File: src/hdl/ota_pkg.sv
// constants and helpers shared by the over-temperature alarm block
package ota_pkg;

  // command bytes of the registers held in this block
  localparam logic [7:0] OTA_CMD_COMMON = 8'h02;
  localparam logic [7:0] OTA_CMD_STAT1  = 8'h08;
  localparam logic [7:0] OTA_CMD_STAT2  = 8'h09;
  localparam logic [7:0] OTA_CMD_STAT3  = 8'h0A;
  localparam logic [7:0] OTA_CMD_MASK1  = 8'h0C;
  localparam logic [7:0] OTA_CMD_MASK2  = 8'h0D;
  localparam logic [7:0] OTA_CMD_MASK3  = 8'h0E;

  // width of every status and mask field, bit positions within it
  localparam int OTA_FIELD_W  = 3;
  localparam int OTA_BIT_LOC  = 0;
  localparam int OTA_BIT_REM1 = 1;
  localparam int OTA_BIT_REM2 = 2;

  // summary flag positions in the common status register
  localparam int OTA_SUM_FIRST  = 1;
  localparam int OTA_SUM_SECOND = 2;
  localparam int OTA_SUM_THIRD  = 3;

  // power-up values of the mask fields
  localparam logic [2:0] OTA_MASK1_RST = 3'h1;
  localparam logic [2:0] OTA_MASK2_RST = 3'h0;
  localparam logic [2:0] OTA_MASK3_RST = 3'h7;

  // power-up value of a status flag
  localparam logic OTA_FLAG_RST = 1'b0;

  // comparator slots: one local, two per remote channel
  localparam int OTA_CMP_LOC  = 0;
  localparam int OTA_CMP_R1L1 = 1;
  localparam int OTA_CMP_R2L1 = 2;
  localparam int OTA_CMP_R1L2 = 3;
  localparam int OTA_CMP_R2L2 = 4;
  localparam int OTA_NUM_CMP  = 5;

  // reading has reached its limit
  function automatic logic ota_at_limit(input logic [7:0] reading,
                                        input logic [7:0] limit);
    return reading >= limit;
  endfunction

  // reading is below limit minus hysteresis, without underflow
  function automatic logic ota_below_band(input logic [7:0] reading,
                                          input logic [7:0] limit,
                                          input logic [7:0] hyst);
    logic [8:0] sum;
    sum = {1'b0, reading} + {1'b0, hyst};
    return sum < {1'b0, limit};
  endfunction

endpackage

File: src/hdl/ota_hyst_compare.sv
// one hysteretic limit comparator producing a status flag
`timescale 1ns/1ps
module ota_hyst_compare (
  input  wire logic       core_clk,
  input  wire logic       rstn,
  input  wire logic [7:0] reading,
  input  wire logic [7:0] limit,
  input  wire logic [7:0] hyst,
  output logic            flagQ
);

  logic flagD;

  // set at the limit, clear below the band, otherwise hold
  always_comb begin
    flagD = flagQ; // inside the band the flag keeps its value
    if (ota_pkg::ota_at_limit(reading, limit)) begin
      flagD = 1'b1;
    end else if (ota_pkg::ota_below_band(reading, limit, hyst)) begin
      flagD = 1'b0;
    end
  end

  // flag register
  always_ff @(posedge core_clk or negedge rstn) begin
    if (!rstn) begin
      flagQ <= ota_pkg::OTA_FLAG_RST;
    end else begin
      flagQ <= flagD;
    end
  end
endmodule // ota_hyst_compare

File: src/hdl/ota_alarm_status_mask.sv
// over-temperature alarm status, masks and alarm outputs
`timescale 1ns/1ps
// Overview of operation
// - first output active on any unmasked status bit
// - first output released when status all zero
// - second output follows its unmasked status bits
// - third output follows its unmasked status bits
// - remote two first-level flag with hysteresis
// - remote one first-level flag with hysteresis
// - local flag in all three statuses
// - remote two second-level flag, shared by two
// - remote one second-level flag, shared by two
// - status registers read-only, upper bits zero
// - mask bit one blocks that event
// - first mask at 0x0C, powers up 0x01
// - common status summarises each alarm status
// - third output has its own mask register
module ota_alarm_status_mask (
  input  wire logic       core_clk,
  input  wire logic       rstn,
  input  wire logic [7:0] localTemp,
  input  wire logic [7:0] remoteOneTemp,
  input  wire logic [7:0] remoteTwoTemp,
  input  wire logic [7:0] localLimit,
  input  wire logic [7:0] remoteOneLimitFirst,
  input  wire logic [7:0] remoteTwoLimitFirst,
  input  wire logic [7:0] remoteOneLimitSecond,
  input  wire logic [7:0] remoteTwoLimitSecond,
  input  wire logic [7:0] commonHyst,
  input  wire logic [7:0] cmdAddr,
  input  wire logic       cmdWrEn,
  input  wire logic [7:0] cmdWrData,
  input  wire logic       cmdRdEn,
  output logic      [7:0] cmdRdData,
  output logic            cmdRdValid,
  output logic            overtempOutFirstN,
  output logic            overtempOutSecondN,
  output logic            overtempOutThirdN
);

  localparam int W = ota_pkg::OTA_FIELD_W;

  logic [7:0]   cmpReading [ota_pkg::OTA_NUM_CMP];
  logic [7:0]   cmpLimit   [ota_pkg::OTA_NUM_CMP];
  logic [ota_pkg::OTA_NUM_CMP-1:0] cmpFlag;
  logic         localFlagFirstOut;
  logic         remoteOneLevelOneFlag;
  logic         remoteTwoLevelOneFlag;
  logic         localFlagSecondOut;
  logic         remoteOneLevelTwoFlag;
  logic         remoteTwoLevelTwoFlag;
  logic         localFlagThirdOut;
  logic         remoteOneThirdOutFlag;
  logic         remoteTwoThirdOutFlag;
  logic [W-1:0] statFirst;
  logic [W-1:0] statSecond;
  logic [W-1:0] statThird;
  logic         thirdAlarmSummaryFlag;
  logic [7:0]   commonStatus;
  logic [W-1:0] mask1Q;
  logic [W-1:0] mask1D;
  logic [W-1:0] mask2Q;
  logic [W-1:0] mask2D;
  logic [W-1:0] mask3Q;
  logic [W-1:0] mask3D;
  logic         remoteTwoFirstOutBlock;
  logic         remoteOneFirstOutBlock;
  logic         localEventBlock;
  logic [2:0]   alarmNQ;
  logic [2:0]   alarmND;
  logic [7:0]   rdDataQ;
  logic [7:0]   rdDataD;
  logic         rdValidQ;
  logic [7:0]   rdAddrQ;

  // widen a 3-bit field to a byte, upper bits reading as zero
  function automatic logic [7:0] ota_pad(input logic [W-1:0] f);
    return {5'h00, f};
  endfunction

  // comparator inputs: local shared, remote limits per level
  always_comb begin
    cmpReading[ota_pkg::OTA_CMP_LOC]  = localTemp;
    cmpLimit[ota_pkg::OTA_CMP_LOC]    = localLimit;
    cmpReading[ota_pkg::OTA_CMP_R1L1] = remoteOneTemp;
    cmpLimit[ota_pkg::OTA_CMP_R1L1]   = remoteOneLimitFirst;
    cmpReading[ota_pkg::OTA_CMP_R2L1] = remoteTwoTemp;
    cmpLimit[ota_pkg::OTA_CMP_R2L1]   = remoteTwoLimitFirst;
    cmpReading[ota_pkg::OTA_CMP_R1L2] = remoteOneTemp;
    cmpLimit[ota_pkg::OTA_CMP_R1L2]   = remoteOneLimitSecond;
    cmpReading[ota_pkg::OTA_CMP_R2L2] = remoteTwoTemp;
    cmpLimit[ota_pkg::OTA_CMP_R2L2]   = remoteTwoLimitSecond;
  end

  // one hysteretic comparator per distinct reading and limit pair
  for (genvar i = 0; i < ota_pkg::OTA_NUM_CMP; i++) begin : g_cmp
    ota_hyst_compare u_cmp (
      .core_clk (core_clk),
      .rstn     (rstn),
      .reading  (cmpReading[i]),
      .limit    (cmpLimit[i]),
      .hyst     (commonHyst),
      .flagQ    (cmpFlag[i])
    );
  end

  // status fields; second and third share the second-level limits
  assign localFlagFirstOut     = cmpFlag[ota_pkg::OTA_CMP_LOC];
  assign localFlagSecondOut    = cmpFlag[ota_pkg::OTA_CMP_LOC];
  assign localFlagThirdOut     = cmpFlag[ota_pkg::OTA_CMP_LOC];
  assign remoteOneLevelOneFlag = cmpFlag[ota_pkg::OTA_CMP_R1L1];
  assign remoteTwoLevelOneFlag = cmpFlag[ota_pkg::OTA_CMP_R2L1];
  assign remoteOneLevelTwoFlag = cmpFlag[ota_pkg::OTA_CMP_R1L2];
  assign remoteOneThirdOutFlag = cmpFlag[ota_pkg::OTA_CMP_R1L2];
  assign remoteTwoLevelTwoFlag = cmpFlag[ota_pkg::OTA_CMP_R2L2];
  assign remoteTwoThirdOutFlag = cmpFlag[ota_pkg::OTA_CMP_R2L2];
  assign statFirst  = {remoteTwoLevelOneFlag, remoteOneLevelOneFlag,
                       localFlagFirstOut};
  assign statSecond = {remoteTwoLevelTwoFlag, remoteOneLevelTwoFlag,
                       localFlagSecondOut};
  assign statThird  = {remoteTwoThirdOutFlag, remoteOneThirdOutFlag,
                       localFlagThirdOut};

  // summary flags of the common status register
  assign thirdAlarmSummaryFlag = |statThird;
  always_comb begin
    commonStatus = 8'h00;
    commonStatus[ota_pkg::OTA_SUM_FIRST]  = |statFirst;
    commonStatus[ota_pkg::OTA_SUM_SECOND] = |statSecond;
    commonStatus[ota_pkg::OTA_SUM_THIRD]  = thirdAlarmSummaryFlag;
  end

  // mask block bits of the first output
  assign remoteTwoFirstOutBlock = mask1Q[ota_pkg::OTA_BIT_REM2];
  assign remoteOneFirstOutBlock = mask1Q[ota_pkg::OTA_BIT_REM1];
  assign localEventBlock        = mask1Q[ota_pkg::OTA_BIT_LOC];

  // mask writes and active-low alarm outputs, next values
  always_comb begin
    mask1D = mask1Q;
    mask2D = mask2Q;
    mask3D = mask3Q;
    if (cmdWrEn) begin
      unique case (cmdAddr)
        ota_pkg::OTA_CMD_MASK1: mask1D = cmdWrData[W-1:0];
        ota_pkg::OTA_CMD_MASK2: mask2D = cmdWrData[W-1:0];
        ota_pkg::OTA_CMD_MASK3: mask3D = cmdWrData[W-1:0];
        default: ; // status and unmapped writes are dropped
      endcase
    end
    alarmND[0] = ~|(statFirst & ~{remoteTwoFirstOutBlock,
                                  remoteOneFirstOutBlock,
                                  localEventBlock});
    alarmND[1] = ~|(statSecond & ~mask2Q);
    alarmND[2] = ~|(statThird & ~mask3Q);
  end

  // read mux: registered byte, unmapped commands read zero
  always_comb begin
    rdDataD = rdDataQ;
    if (cmdRdEn) begin
      unique case (cmdAddr)
        ota_pkg::OTA_CMD_COMMON: rdDataD = commonStatus;
        ota_pkg::OTA_CMD_STAT1:  rdDataD = ota_pad(statFirst);
        ota_pkg::OTA_CMD_STAT2:  rdDataD = ota_pad(statSecond);
        ota_pkg::OTA_CMD_STAT3:  rdDataD = ota_pad(statThird);
        ota_pkg::OTA_CMD_MASK1:  rdDataD = ota_pad(mask1Q);
        ota_pkg::OTA_CMD_MASK2:  rdDataD = ota_pad(mask2Q);
        ota_pkg::OTA_CMD_MASK3:  rdDataD = ota_pad(mask3Q);
        default:                 rdDataD = 8'h00;
      endcase
    end
  end

  // register stage for masks, outputs and read port
  always_ff @(posedge core_clk or negedge rstn) begin
    if (!rstn) begin
      mask1Q   <= ota_pkg::OTA_MASK1_RST;
      mask2Q   <= ota_pkg::OTA_MASK2_RST;
      mask3Q   <= ota_pkg::OTA_MASK3_RST;
      alarmNQ  <= 3'h7;
      rdDataQ  <= 8'h00;
      rdValidQ <= 1'b0;
      rdAddrQ  <= 8'h00;
    end else begin
      mask1Q   <= mask1D;
      mask2Q   <= mask2D;
      mask3Q   <= mask3D;
      alarmNQ  <= alarmND;
      rdDataQ  <= rdDataD;
      rdValidQ <= cmdRdEn;
      rdAddrQ  <= cmdRdEn ? cmdAddr : rdAddrQ;
    end
  end

  assign overtempOutFirstN  = alarmNQ[0];
  assign overtempOutSecondN = alarmNQ[1];
  assign overtempOutThirdN  = alarmNQ[2];
  assign cmdRdData          = rdDataQ;
  assign cmdRdValid         = rdValidQ;
endmodule // ota_alarm_status_mask

File: config.mk
export PLATFORM = sky130hd
export DESIGN_NAME = ota_alarm_status_mask
export DESIGN_NICKNAME = d
export VERILOG_FILES = /design/src/hdl/ota_pkg.sv /design/src/hdl/ota_hyst_compare.sv /design/src/hdl/ota_alarm_status_mask.sv
export SDC_FILE = /design/constraint.sdc
export NUM_CORES = 1
export LEC_CHECK = 0
export ABC_AREA = 1
export BUFFER_PORTS_ARGS = -buffer_cell sky130_fd_sc_hd__buf_2
export CORE_MARGIN = 10
export CORE_UTILIZATION = 50
export DETAILED_ROUTE_END_ITERATION = 7
export HOLD_SLACK_MARGIN = 0.15
export PLACE_DENSITY = 0.76
export SLEW_MARGIN = 20
export SYNTH_ARGS = -nofsm -noshare
export SYNTH_HDL_FRONTEND = slang
export SYNTH_SLANG_ARGS = --single-unit
File: constraint.sdc
create_clock -name core_clk -period 1.1 [get_ports core_clk]
set_input_delay 0.22 -clock core_clk [delete_from_list [all_inputs] [get_ports core_clk]]
set_output_delay 0.22 -clock core_clk [all_outputs]
set_load 0.1 [all_outputs]
==> results of run 1 <==
layer usage:
layer	vias to the layer above	GRT usage
met2	111	0.348
met1	1874	0.220
li1	2171	-
met3	15	0.0254
met5	-	0
met4	0	0.0339
cells by family (layout without fill, tap and decap cells):
group,count (synthesis),after routing,synth area share
AND/OR/NAND/NOR,216,216,0.239
XOR/XNOR,18,18,0.0399
adder cells (fa/ha/maj),102,102,0.328
flip-flops,22,22,0.141
AO/OA/AOI/OAI,96,96,0.136
buffers and inverters,116,274,0.114
other,1,4,0.000948
layout make-up:
cell class | instances | area, µm²
Multi-Input combinational cell | 436 | 3220
Fill cell | 625 | 2220
Timing Repair Buffer | 158 | 1100
Sequential cell | 22 | 566
Inverter | 112 | 420
Tap cell | 102 | 128
Clock buffer | 3 | 41.3
Clock inverter | 1 | 30.0
flip-flops by register name (all words and copies together) (netlist names):
signal and count:
mask3Q 3, mask1Q 3, cmdRdValid 1, alarmNQ 3
g_cmp.u_cmp.flagQ 5, cmdRdData 4, mask2Q 3
power groups by stage:
stage / logic [mW] / clock network [mW] / registers, mW
CTS: 2.77 / 0.780 / 0.972
floorplan: 1.58 / 0 / 1.09
global placement: 2.52 / 0 / 0.985
finish: 2.88 / 0.758 / 0.982
global route: 3.25 / 0.816 / 0.995
detailed placement: 2.63 / 0 / 0.987
cell usage after synthesis:
master / number
dfrtp_1: 15
o21ai_1: 10
or2_1: 1
o211ai_1: 3
nor2_8: 1
inv_1: 105
dfstp_2: 7
inv_2: 7
nand4_1: 9
o21ai_2: 3
xor2_1: 12
nand3_1: 17
nor2_4: 4
ha_1: 99
nor3_1: 11
conb_1: 1
a21oi_1: 59
o21a_1: 5
o22ai_1: 3
fa_1: 3
nand2_4: 2
o21ai_0: 5
nand2_1: 143
nor2_2: 3
buf_4: 4
xnor2_1: 6
a21oi_2: 2
a21o_1: 3
nand2_2: 3
nor2_1: 22
a21boi_0: 3
repair_timing:
action,in CTS,in global routing
buffers inserted,1,2
endpoints found under the setup margin,9,14
hold buffers,2,0
pin swaps,23,24
hold endpoints to repair,16,0
resized for setup,27,21
worst reg2reg max path: cells and delay by family (launching register included):
family / cells / cell delay [ns]
buffers and inverters: 1 / 0.07
flip-flops: 1 / 0.41
AND/OR/NAND/NOR: 7 / 0.50
cells in the final DEF (no fill, tap or decap), types with 4 or more instances in the layout:
| master | instances |
|---|---|
| a21oi_1 | 43 |
| a21oi_2 | 18 |
| buf_12 | 8 |
| buf_2 | 82 |
| buf_4 | 63 |
| conb_1 | 4 |
| dfrtp_1 | 10 |
| dfrtp_2 | 5 |
| dfstp_2 | 7 |
| ha_1 | 92 |
| ha_4 | 7 |
| inv_1 | 98 |
| inv_2 | 14 |
| nand2_1 | 141 |
| nand2_2 | 5 |
| nand3_1 | 14 |
| nand4_1 | 9 |
| nor2_1 | 21 |
| nor2_2 | 4 |
| nor2_4 | 4 |
| nor3_1 | 11 |
| o21a_1 | 5 |
| o21ai_0 | 5 |
| o21ai_1 | 10 |
| xor2_1 | 7 |
| xor2_2 | 5 |
through the flow:
| stage | instance area [µm²] | setup slack [ns] | hold WS, ns |
|---|---|---|---|
| finish | 5500 | -0.858 | 0.209 |
| global route | 5500 | -0.995 | 0.222 |
| CTS | 5400 | -0.837 | 0.206 |
| detailed placement | 5160 | -1.25 | 0.222 |
| global placement | 5160 | -1.16 | 0.203 |
| floorplan | 4030 | -0.830 | -0.0756 |
worst paths after layout:
check                                                    to  slack [ns]
max                        g_cmp[1].u_cmp.flagQ$_DFFE_PN0P_       -0.86
min                                   mask3Q[2]$_DFFE_PN1P_        0.21
max reg2reg                        cmdRdData[2]$_DFFE_PN0P_        0.02
min reg2reg                           mask3Q[2]$_DFFE_PN1P_        0.49
max in group asynchronous          cmdRdData[1]$_DFFE_PN0P_        0.28
min in group asynchronous          cmdRdData[0]$_DFFE_PN0P_        0.45
==> metrics.txt, run 1 <==
critical path's slowest cell fa_2; Worst R2R Start g_cmp[3].u_cmp.flagQ$_DFFE_PN0P_; internal power component approximately 2.7 mW; Worst setup SP type input port; drt drc 0; WP buf/inv 3; Initial Utilization 0.512; sequential area share after synthesis 0.141; Die Width 109 µm; hold wc startpoint cmdWrData[2]; Via Count 4,171; clock root cell clkbuf_8; critical path class input port to flop; Final setup viols 8; Crit. Startpoint commonHyst[0]; Reg clk slew, reported paths 0.08 ns; routed length on met2 5.79 mm; clock share of power 0.164; CP delay by family, top adder cells; FF-to-FF path depth 8; Die Height 109 µm; CTS Buf Count 3; DR top layer met4; Cell variety after synth 31; ranking of synthesized cells by area ha_1, nand2_1, inv_1; Final period util 1.78; Pins Over Slew Limit 0; share of the synthesized area in the top cell type 0.313; detailed-router iteration count before antenna repair 4; unrepaired setup endpoints after global routing true; Final WS setup -0.858 ns; Final Hold Viols 0; post-route insts no fill 834; CP required 1.25 ns; Mapped Cells roughly 570; CP peak stage delay about 0.42 ns; GP Congestion 0.911; status finished with violations; final wirelength roughly 11 mm; hold depth 3; metal3 WL 626 µm; Peak VDD IR 519 µV; largest net degree at the start of global routing 23; num rows 32; clock buffer depth 2; clock skew 0.00302 ns; most frequent CP cell nand2_1; via/cell ratio 5.00; ANT nets after route 0; initial antenna violation count 0; Critical Path AT 2.11 ns; syn avg cell area around 7 µm²; Worst-Margin Slew ~0.51 ns; critical path depth in cells 17; DP Cell Count between 800 and 900; wl on met1 4.66 mm; Synth area leader ha_1; power per cell area between 800 and 900 nW/µm²; Layout Utilization 0.712; total power roughly 4.6 mW; violated checks negative setup slack; layout cell share with drive strength beyond 1 0.333; CP Cell Sequence buf_8, ha_4, inv_2, fa_2, o21ai_4, xor2_2, ha_1, nand2_1, inv_1, nand2_1, nand2_1, nand2_1, nand2_1, nand2_1, nand2_1, nand2_1, nand2_1; critical path peak fanout 3; port bufs 94; Final Critical Period 1.96 ns; WL/cell 13.5 µm; H-Tree Depth 1; f_max 511 MHz; NetSw 1.95 mW; Mapped Area 3960 µm²; Seq cells post-synth 22; CTS tree done; diode count 0; clock tree sinks 22; dpl hpwl 9.72 mm; GR Util All Layers 0.186; Detailed Route Iter0 Violations 151; number of global-route vias before repair 4,321; sequential power share 0.212; combinational power share 0.624; CP endpoint kind flop; # nets final 927; grt ovf 0; Top Ports between 100 and 150; Yosys warnings 0; Sw Ratio 0.422; TNS Setup -4.52 ns; Max-slew headroom 0.659; Leak about 3.2 nW; worst hold path type input port to flop; core area 7730 µm²; first-pass GRT wire length 18.7 mm; full die area 11,900 µm²; Area Overhead vs Synth 39.1%; max_cap viols 0; Skew-Pair Late Insertion Delay between 0.2 and 0.3 ns
Power figures use the tool's default switching activity.
==> inputs of run 2 (changes only) <==
--- a/config.mk
+++ b/config.mk
@@ -12,6 +12,7 @@
 export DETAILED_ROUTE_END_ITERATION = 7
 export HOLD_SLACK_MARGIN = 0.15
 export PLACE_DENSITY = 0.76
+export SETUP_SLACK_MARGIN = 0.5
 export SLEW_MARGIN = 20
 export SYNTH_ARGS = -nofsm -noshare
 export SYNTH_HDL_FRONTEND = slang
==> run 2 against run 1 <==
- the flow finishes with violations (negative hold slack, negative setup slack)
- critical endpoint is now g_cmp[0].u_cmp.flagQ$_DFFE_PN0P_
- clock skew up 0.0025 ns
- clock-buffer cell count stayed put
- final cell count is 1.3% higher
- total power grew 4.3%
- highest routed layer unchanged
- non-clock buffer count increased by 11
- maximum frequency rose by 0.64%
- sequential share of layout area fell by 0.14 points
==> metrics.txt, run 2 (synthesis results as in run 1) <==
status finished with violations; violated checks negative hold slack, negative setup slack; Area Overhead vs Synth 47.0%; CP delay by family, top adder cells; TNS Setup -4.86 ns (-0.336 ns); Worst setup SP type input port; Pins Over Slew Limit 0 (unchanged); Top reg by flops g_cmp.u_cmp.flagQ; clock skew 0.00548 ns (+0.00246 ns); Worst Hold Slack -0.0907 ns (-0.300 ns); most frequent cells in the layout nand2_1, inv_1, ha_1, buf_2, buf_4; Die Width 109 µm (unchanged); unrepaired setup endpoints after global routing true; number of global-route vias before repair 4,561 (+5.6%); largest net degree at the start of global routing 23 (unchanged); Worst R2R Start g_cmp[0].u_cmp.flagQ$_DFFE_PN0P_; commonest non-fill, non-tap cell in the layout nand2_1; f_max 514 MHz (+0.64%); clock tree sinks 22 (unchanged); Via Count 4,351 (+4.3%); clock buffer depth 2 (unchanged); dpl hpwl 10.0 mm (+3.2%); H-Tree Depth 1 (unchanged); reg2reg setup slack 0.04 ns (+0.02 ns); port bufs 94 (unchanged); core area 7730 µm² (unchanged); Worst-Margin Slew 0.503 ns (-0.00822 ns); first-pass GRT wire length 19.8 mm (+5.4%); critical path depth in cells 17 (unchanged); WP buf/inv 3 (unchanged); CTS tree done; CTS Buf Count 3 (unchanged); worst hold path type input port to asynchronous set/reset pin; Final Critical Period 1.95 ns (-0.0125 ns); CP required 1.26 ns (about the same); fillers 582 (-6.9%); Leak 3.33 nW (+4.9%); CP peak stage delay 0.45 ns (+0.03 ns); Layout Utilization 0.752 (+0.0402); Critical Path AT 2.10 ns (about the same); most frequent CP cell nand2_1; critical path peak fanout 3 (unchanged); critical path class input port to flop; Final setup viols 13 (+5); initial antenna violation count 0 (unchanged); total power 4.82 mW (+4.3%); final wirelength 12.2 mm (+8.9%); CP endpoint kind flop; WL/cell 14.5 µm (+7.5%); num rows 32 (unchanged); grt ovf 0 (unchanged); layout cell share with drive strength beyond 1 0.373 (+0.0395); Initial Utilization 0.512 (unchanged); critical path's slowest cell fa_2; Final period util 1.77 (-0.0114); Die Height 109 µm (unchanged); diode count 0 (unchanged); Detailed Route Iter0 Violations 192 (+27%); # nets final 938 (+1.2%); full die area 11,900 µm² (unchanged); Top Ports 104 (unchanged); detailed-router iteration count before antenna repair 4 (unchanged); Skew-Pair Late Insertion Delay 0.27 ns (about the same); max_cap viols 0 (unchanged); power per cell area 830 nW/µm² (-1.3%); drt drc 0 (unchanged); Max-slew headroom 0.665 (+0.00548); GR Util All Layers 0.199 (+0.0135); GP Congestion 0.923 (+1.3%); Final WS setup -0.846 ns (+0.0125 ns); endpoint of the worst register-to-register path cmdRdData[2]$_DFFE_PN0P_; Reg clk slew, reported paths 0.09 ns (about the same); ANT nets after route 0 (unchanged); pre-CTS setup slack -1.22 ns (+0.0374 ns); Final Hold Viols 15 (+15); FF-to-FF path depth 8 (unchanged); max FFs per register 5 (unchanged); Peak VDD IR 537 µV (+3.5%); via/cell ratio 5.15 (+3.0%); CP Cell Sequence buf_12, ha_4, inv_2, fa_2, o21ai_4, xor2_1, ha_1, nand2_1, inv_1, nand2_1, nand2_1, nand2_1, nand2_1, nand2_1, nand2_1, nand2_1, nand2_1; clock root cell clkbuf_8
-- run 2: report_power, final --
part	switching, mW	internal (mW)	total [mW]
Clock	0.283	0.487	0.769
Sequential	0.0790	0.915	0.994
Combinational	1.68	1.38	3.06
-- run 2: worst max-delay path by stage --
stage | to | from | slack [ns]
2_1_floorplan | g_cmp[1].u_cmp.flagQ$_DFFE_PN0P_ | remoteOneTemp[0] | -0.83
3_3_place_gp | g_cmp[1].u_cmp.flagQ$_DFFE_PN0P_ | commonHyst[0] | -1.16
3_5_place_dp | g_cmp[1].u_cmp.flagQ$_DFFE_PN0P_ | commonHyst[0] | -1.22
4_1_cts | g_cmp[1].u_cmp.flagQ$_DFFE_PN0P_ | commonHyst[0] | -0.83
5_1_grt | g_cmp[0].u_cmp.flagQ$_DFFE_PN0P_ | commonHyst[0] | -0.98
6_report | g_cmp[0].u_cmp.flagQ$_DFFE_PN0P_ | commonHyst[0] | -0.85
-- run 2: metrics by stage --
step | cells | instance area [µm²]
3_3_place_gp | 832 | 5290
5_1_grt | 845 | 5810
6_report | 845 | 5810
3_5_place_dp | 832 | 5290
2_1_floorplan | 574 | 4110
4_1_cts | 839 | 5630
-- run 2: final cells by class --
cell class | count | area [µm²] | share of cell area
clock buffers | 3 | 41.3 | 0.00710
clock inverters | 1 | 30.0 | 0.00517
inverters | 112 | 452 | 0.0777
multi-input cells | 436 | 3330 | 0.572
flip-flops and latches | 22 | 589 | 0.101
well taps | 102 | 128 | 0.0220
repair buffers | 169 | 1250 | 0.214
-- run 2: what timing repair did --
item                                   4_1_cts  5_1_grt
endpoints found under the hold margin       16       16
gates resized for setup                     58       28
setup buffers                                3        6
pin swaps                                   42       21
setup endpoints to repair                   29       29
-- run 2: metal layers --
layer,up-vias,global-route usage,wire [µm]
met5,-,0,0
li1,2198,-,-
met1,2039,0.228,5000
met4,0,0.0386,96
met3,10,0.0301,610
met2,104,0.380,6540
==> inputs of run 3 (changes only) <==
--- a/config.mk
+++ b/config.mk
@@ -5,13 +5,12 @@
 export SDC_FILE = /design/constraint.sdc
 export NUM_CORES = 1
 export LEC_CHECK = 0
-export ABC_AREA = 1
 export BUFFER_PORTS_ARGS = -buffer_cell sky130_fd_sc_hd__buf_2
 export CORE_MARGIN = 10
 export CORE_UTILIZATION = 50
 export DETAILED_ROUTE_END_ITERATION = 7
 export HOLD_SLACK_MARGIN = 0.15
-export PLACE_DENSITY = 0.76
+export PLACE_DENSITY = 0.77
 export SETUP_SLACK_MARGIN = 0.5
 export SLEW_MARGIN = 20
 export SYNTH_ARGS = -nofsm -noshare
==> run 3 against run 2 <==
- the flow still finishes with violations (negative hold slack, negative setup slack)
- final cell count is 13% lower
- synthesized cell count is 24% lower
- critical path type unchanged
- sequential cell count stayed put
- clock-buffer cell count stayed put
- maximum frequency is 18% lower
- die area is 6.2% lower
- largest power group unchanged
- highest routed layer unchanged
- sequential share of layout area is 0.34 points higher
- routed wire length is 5.5% lower
- critical path depth is 3 lower
- combinational power is 6.5% higher
==> metrics.txt, run 3 <==
Seq cells post-synth 22 (unchanged); Worst setup SP type input port; critical path's slowest cell fa_2; ANT nets after route 0 (unchanged); initial antenna violation count 0 (unchanged); diode count 0 (unchanged); Top Ports 104 (unchanged); sequential power share 0.210 (+0.004); M2 GR Usage 0.374 (-0.00626); Post-synth top flop dfrtp_1; Area Overhead vs Synth 54.2%; number of global-route vias before repair 4,228 (-7.3%); commonest non-fill, non-tap cell in the layout buf_4; max FFs per register 5 (unchanged); WL/cell 15.7 µm (+8.5%); CP required 1.26 ns (about the same); Top reg by flops g_cmp.u_cmp.flagQ; sequential area share after synthesis 0.153 (+0.0115); met3 usage 0.0256 (-0.00451); Critical Path AT 2.53 ns (+0.43 ns); Final period util 2.16 (+0.388); GP Congestion 0.942 (+2.0%); Detailed Route Iter0 Violations 133 (-31%); max_cap viols 0 (unchanged); clock tree sinks 22 (unchanged); clock share of power 0.149 (-0.010); CTS Buf Count 3 (unchanged); Initial Utilization 0.510 (-0.00214); GRT busiest layer met2; Leak 2.96 nW (-11%); Mapped Area 3660 µm² (-7.5%); TNS Setup -8.70 ns (-3.84 ns); Sw Ratio 0.392 (-0.0308); Yosys warnings 0 (unchanged); area of the multi-input gates 3130 µm² (-5.9%); full die area 11,100 µm² (-6.2%); Via Count 3,903 (-10%); Peak VDD IR 527 µV (-2.0%); layout cell share with drive strength beyond 1 0.440 (+0.0667); port bufs 94 (unchanged); CP delay by family, top compound AO/OA/AOI/OAI gates; f_max 422 MHz (-18%); Post-synth EDFFs 0 (unchanged); syn avg cell area 8.41 µm² (+21%); Mapped Cells 435 (-24%); Synth area leader ha_1; count leader, synth ha_1; clock root cell clkbuf_8; Final Critical Period 2.37 ns (+0.426 ns); Reg clk slew, reported paths 0.08 ns (about the same); Skew-Pair Late Insertion Delay 0.26 ns (about the same); clock buffer depth 2 (unchanged); # nets final 832 (-11%); detailed-router iteration count before antenna repair 4 (unchanged); critical path class input port to flop; WP buf/inv 2 (-1); num rows 31 (-3.1%); met1 usage 0.207 (-0.0214); GR Util All Layers 0.190 (-0.00915); Final setup viols 26 (+13); drt drc 0 (unchanged); Die Width 106 µm (-3.1%); Final Hold Viols 15 (unchanged); Pins Over Slew Limit 0 (unchanged); violated checks negative hold slack, negative setup slack; critical path peak fanout 3 (unchanged); final wirelength 11.6 mm (-5.5%); Worst Hold Slack -0.0961 ns (-0.00535 ns); most frequent cells in the layout buf_4, ha_1, buf_2, inv_1, nor2_1; status finished with violations; combinational power share 0.642 (+0.008); unrepaired setup endpoints after global routing true; dpl hpwl 9.45 mm (-5.8%); fillers 480 (-18%); share of synthesized flip-flops with an asynchronous set or reset 1.00 (unchanged); CTS tree done; power per cell area 901 nW/µm² (+8.5%); Die Height 106 µm (-3.1%); NetSw 1.99 mW (-2.4%); ranking of synthesized cells by area ha_1, dfrtp_1, inv_1; clock skew 0.00209 ns (-0.00339 ns); CP peak stage delay 0.34 ns (-0.11 ns); largest net degree at the start of global routing 23 (unchanged); H-Tree Depth 1 (unchanged); Commonest cells post-synth ha_1, inv_1, a21oi_1; Layout Utilization 0.786 (+0.0334); CP Cell Sequence buf_8, ha_4, inv_2, fa_2, nor2b_1, o21a_1, a31o_1, nor2_1, xnor2_1, ha_1, a21o_1, a211oi_2, o211a_1, o2bb2ai_2; via/cell ratio 5.30 (+3.0%); first-pass GRT wire length 18.3 mm (-7.2%); internal power component 3.09 mW (+11%); Cell variety after synth 50 (+61%); core area 7180 µm² (-7.1%); worst hold path type input port to asynchronous set/reset pin; Final WS setup -1.27 ns (-0.426 ns); share of the synthesized area in the top cell type 0.339 (+0.0255); CP endpoint kind flop; grt ovf 0 (unchanged); FF+latch area 591 µm² (+0.21%)
## run 3: what timing repair did
| item | 4_1_cts | 5_1_grt |
|---|---|---|
| hold endpoints to repair | 16 | 15 |
| pin swaps | 33 | 32 |
| setup buffers | 11 | 6 |
| setup endpoints to repair | 29 | 29 |
| resized for setup | 34 | 31 |
## run 3: worst reg2reg max path, cell delays in order, from the launching register on
cell and delay (ns):
dfrtp_1 0.47, nor2_1 0.14, nor2_1 0.05, o31ai_1 0.26, o22ai_1 0.14, o2111ai_1 0.10, o21ai_1 0.10
## run 3: logic make-up (layout without fill, tap and decap cells)
logic type	count (synthesis)	after routing	synth area share
buffers and inverters	70	269	0.0763
adder cells (fa/ha/maj)	102	102	0.355
XOR/XNOR	18	18	0.0431
flip-flops	22	22	0.153
multiplexers	9	9	0.0335
AND/OR/NAND/NOR	108	108	0.149
AO/OA/AOI/OAI	105	105	0.189
other	1	4	0.00103
## run 3: metrics by stage
stage	cells	instance area [µm²]	hold WS (ns)	setup WS, ns	power, mW
final	736	5640	-0.0961	-1.27	5.08
after global placement	715	5140	0.206	-1.49	3.76
after detailed placement	715	5140	0.211	-1.64	3.90
after floorplan	438	3780	-0.0756	-1.21	2.74
after global routing	736	5640	-0.0645	-1.37	5.44
after CTS	730	5430	-0.0760	-1.20	4.84
## run 3: area by class of cell
class / count / share of cell area
Multi-Input combinational cell: 346 / 0.555
Timing Repair Buffer: 203 / 0.264
Sequential cell: 22 / 0.105
Inverter: 62 / 0.0413
Tap cell: 99 / 0.0220
Clock buffer: 3 / 0.00732
Clock inverter: 1 / 0.00533
## run 3: worst paths after layout
check / start / endpoint / slack, ns / cells past startpoint
min in group core_clk: cmdRdEn / cmdRdValid$_DFF_PN0_ / 0.17 / 1
worst min-delay path: rstn / cmdRdData[2]$_DFFE_PN0P_ / -0.1 / 1
max in group asynchronous: rstn / cmdRdData[0]$_DFFE_PN0P_ / 0.83 / 1
worst max-delay path: commonHyst[0] / g_cmp[3].u_cmp.flagQ$_DFFE_PN0P_ / -1.27 / 14
worst max register to register: g_cmp[0].u_cmp.flagQ$_DFFE_PN0P_ / cmdRdData[2]$_DFFE_PN0P_ / -0.27 / 6
worst min register to register: mask1Q[0]$_DFFE_PN1P_ / mask1Q[0]$_DFFE_PN1P_ / 0.54 / 2
## run 3: metal layers
layer,up-vias,share of wire
li1,1953,-
met1,1843,0.40
met2,85,0.55
met3,22,0.031
met4,0,0.015
met5,-,0
## run 3: power by group through the flow
stage | sequential (mW) | clock, mW | combinational, mW
floorplan | 1.22 | 0 | 1.52
global placement | 1.06 | 0 | 2.70
detailed placement | 1.07 | 0 | 2.84
CTS | 1.06 | 0.769 | 3.01
global route | 1.08 | 0.785 | 3.58
finish | 1.07 | 0.755 | 3.26
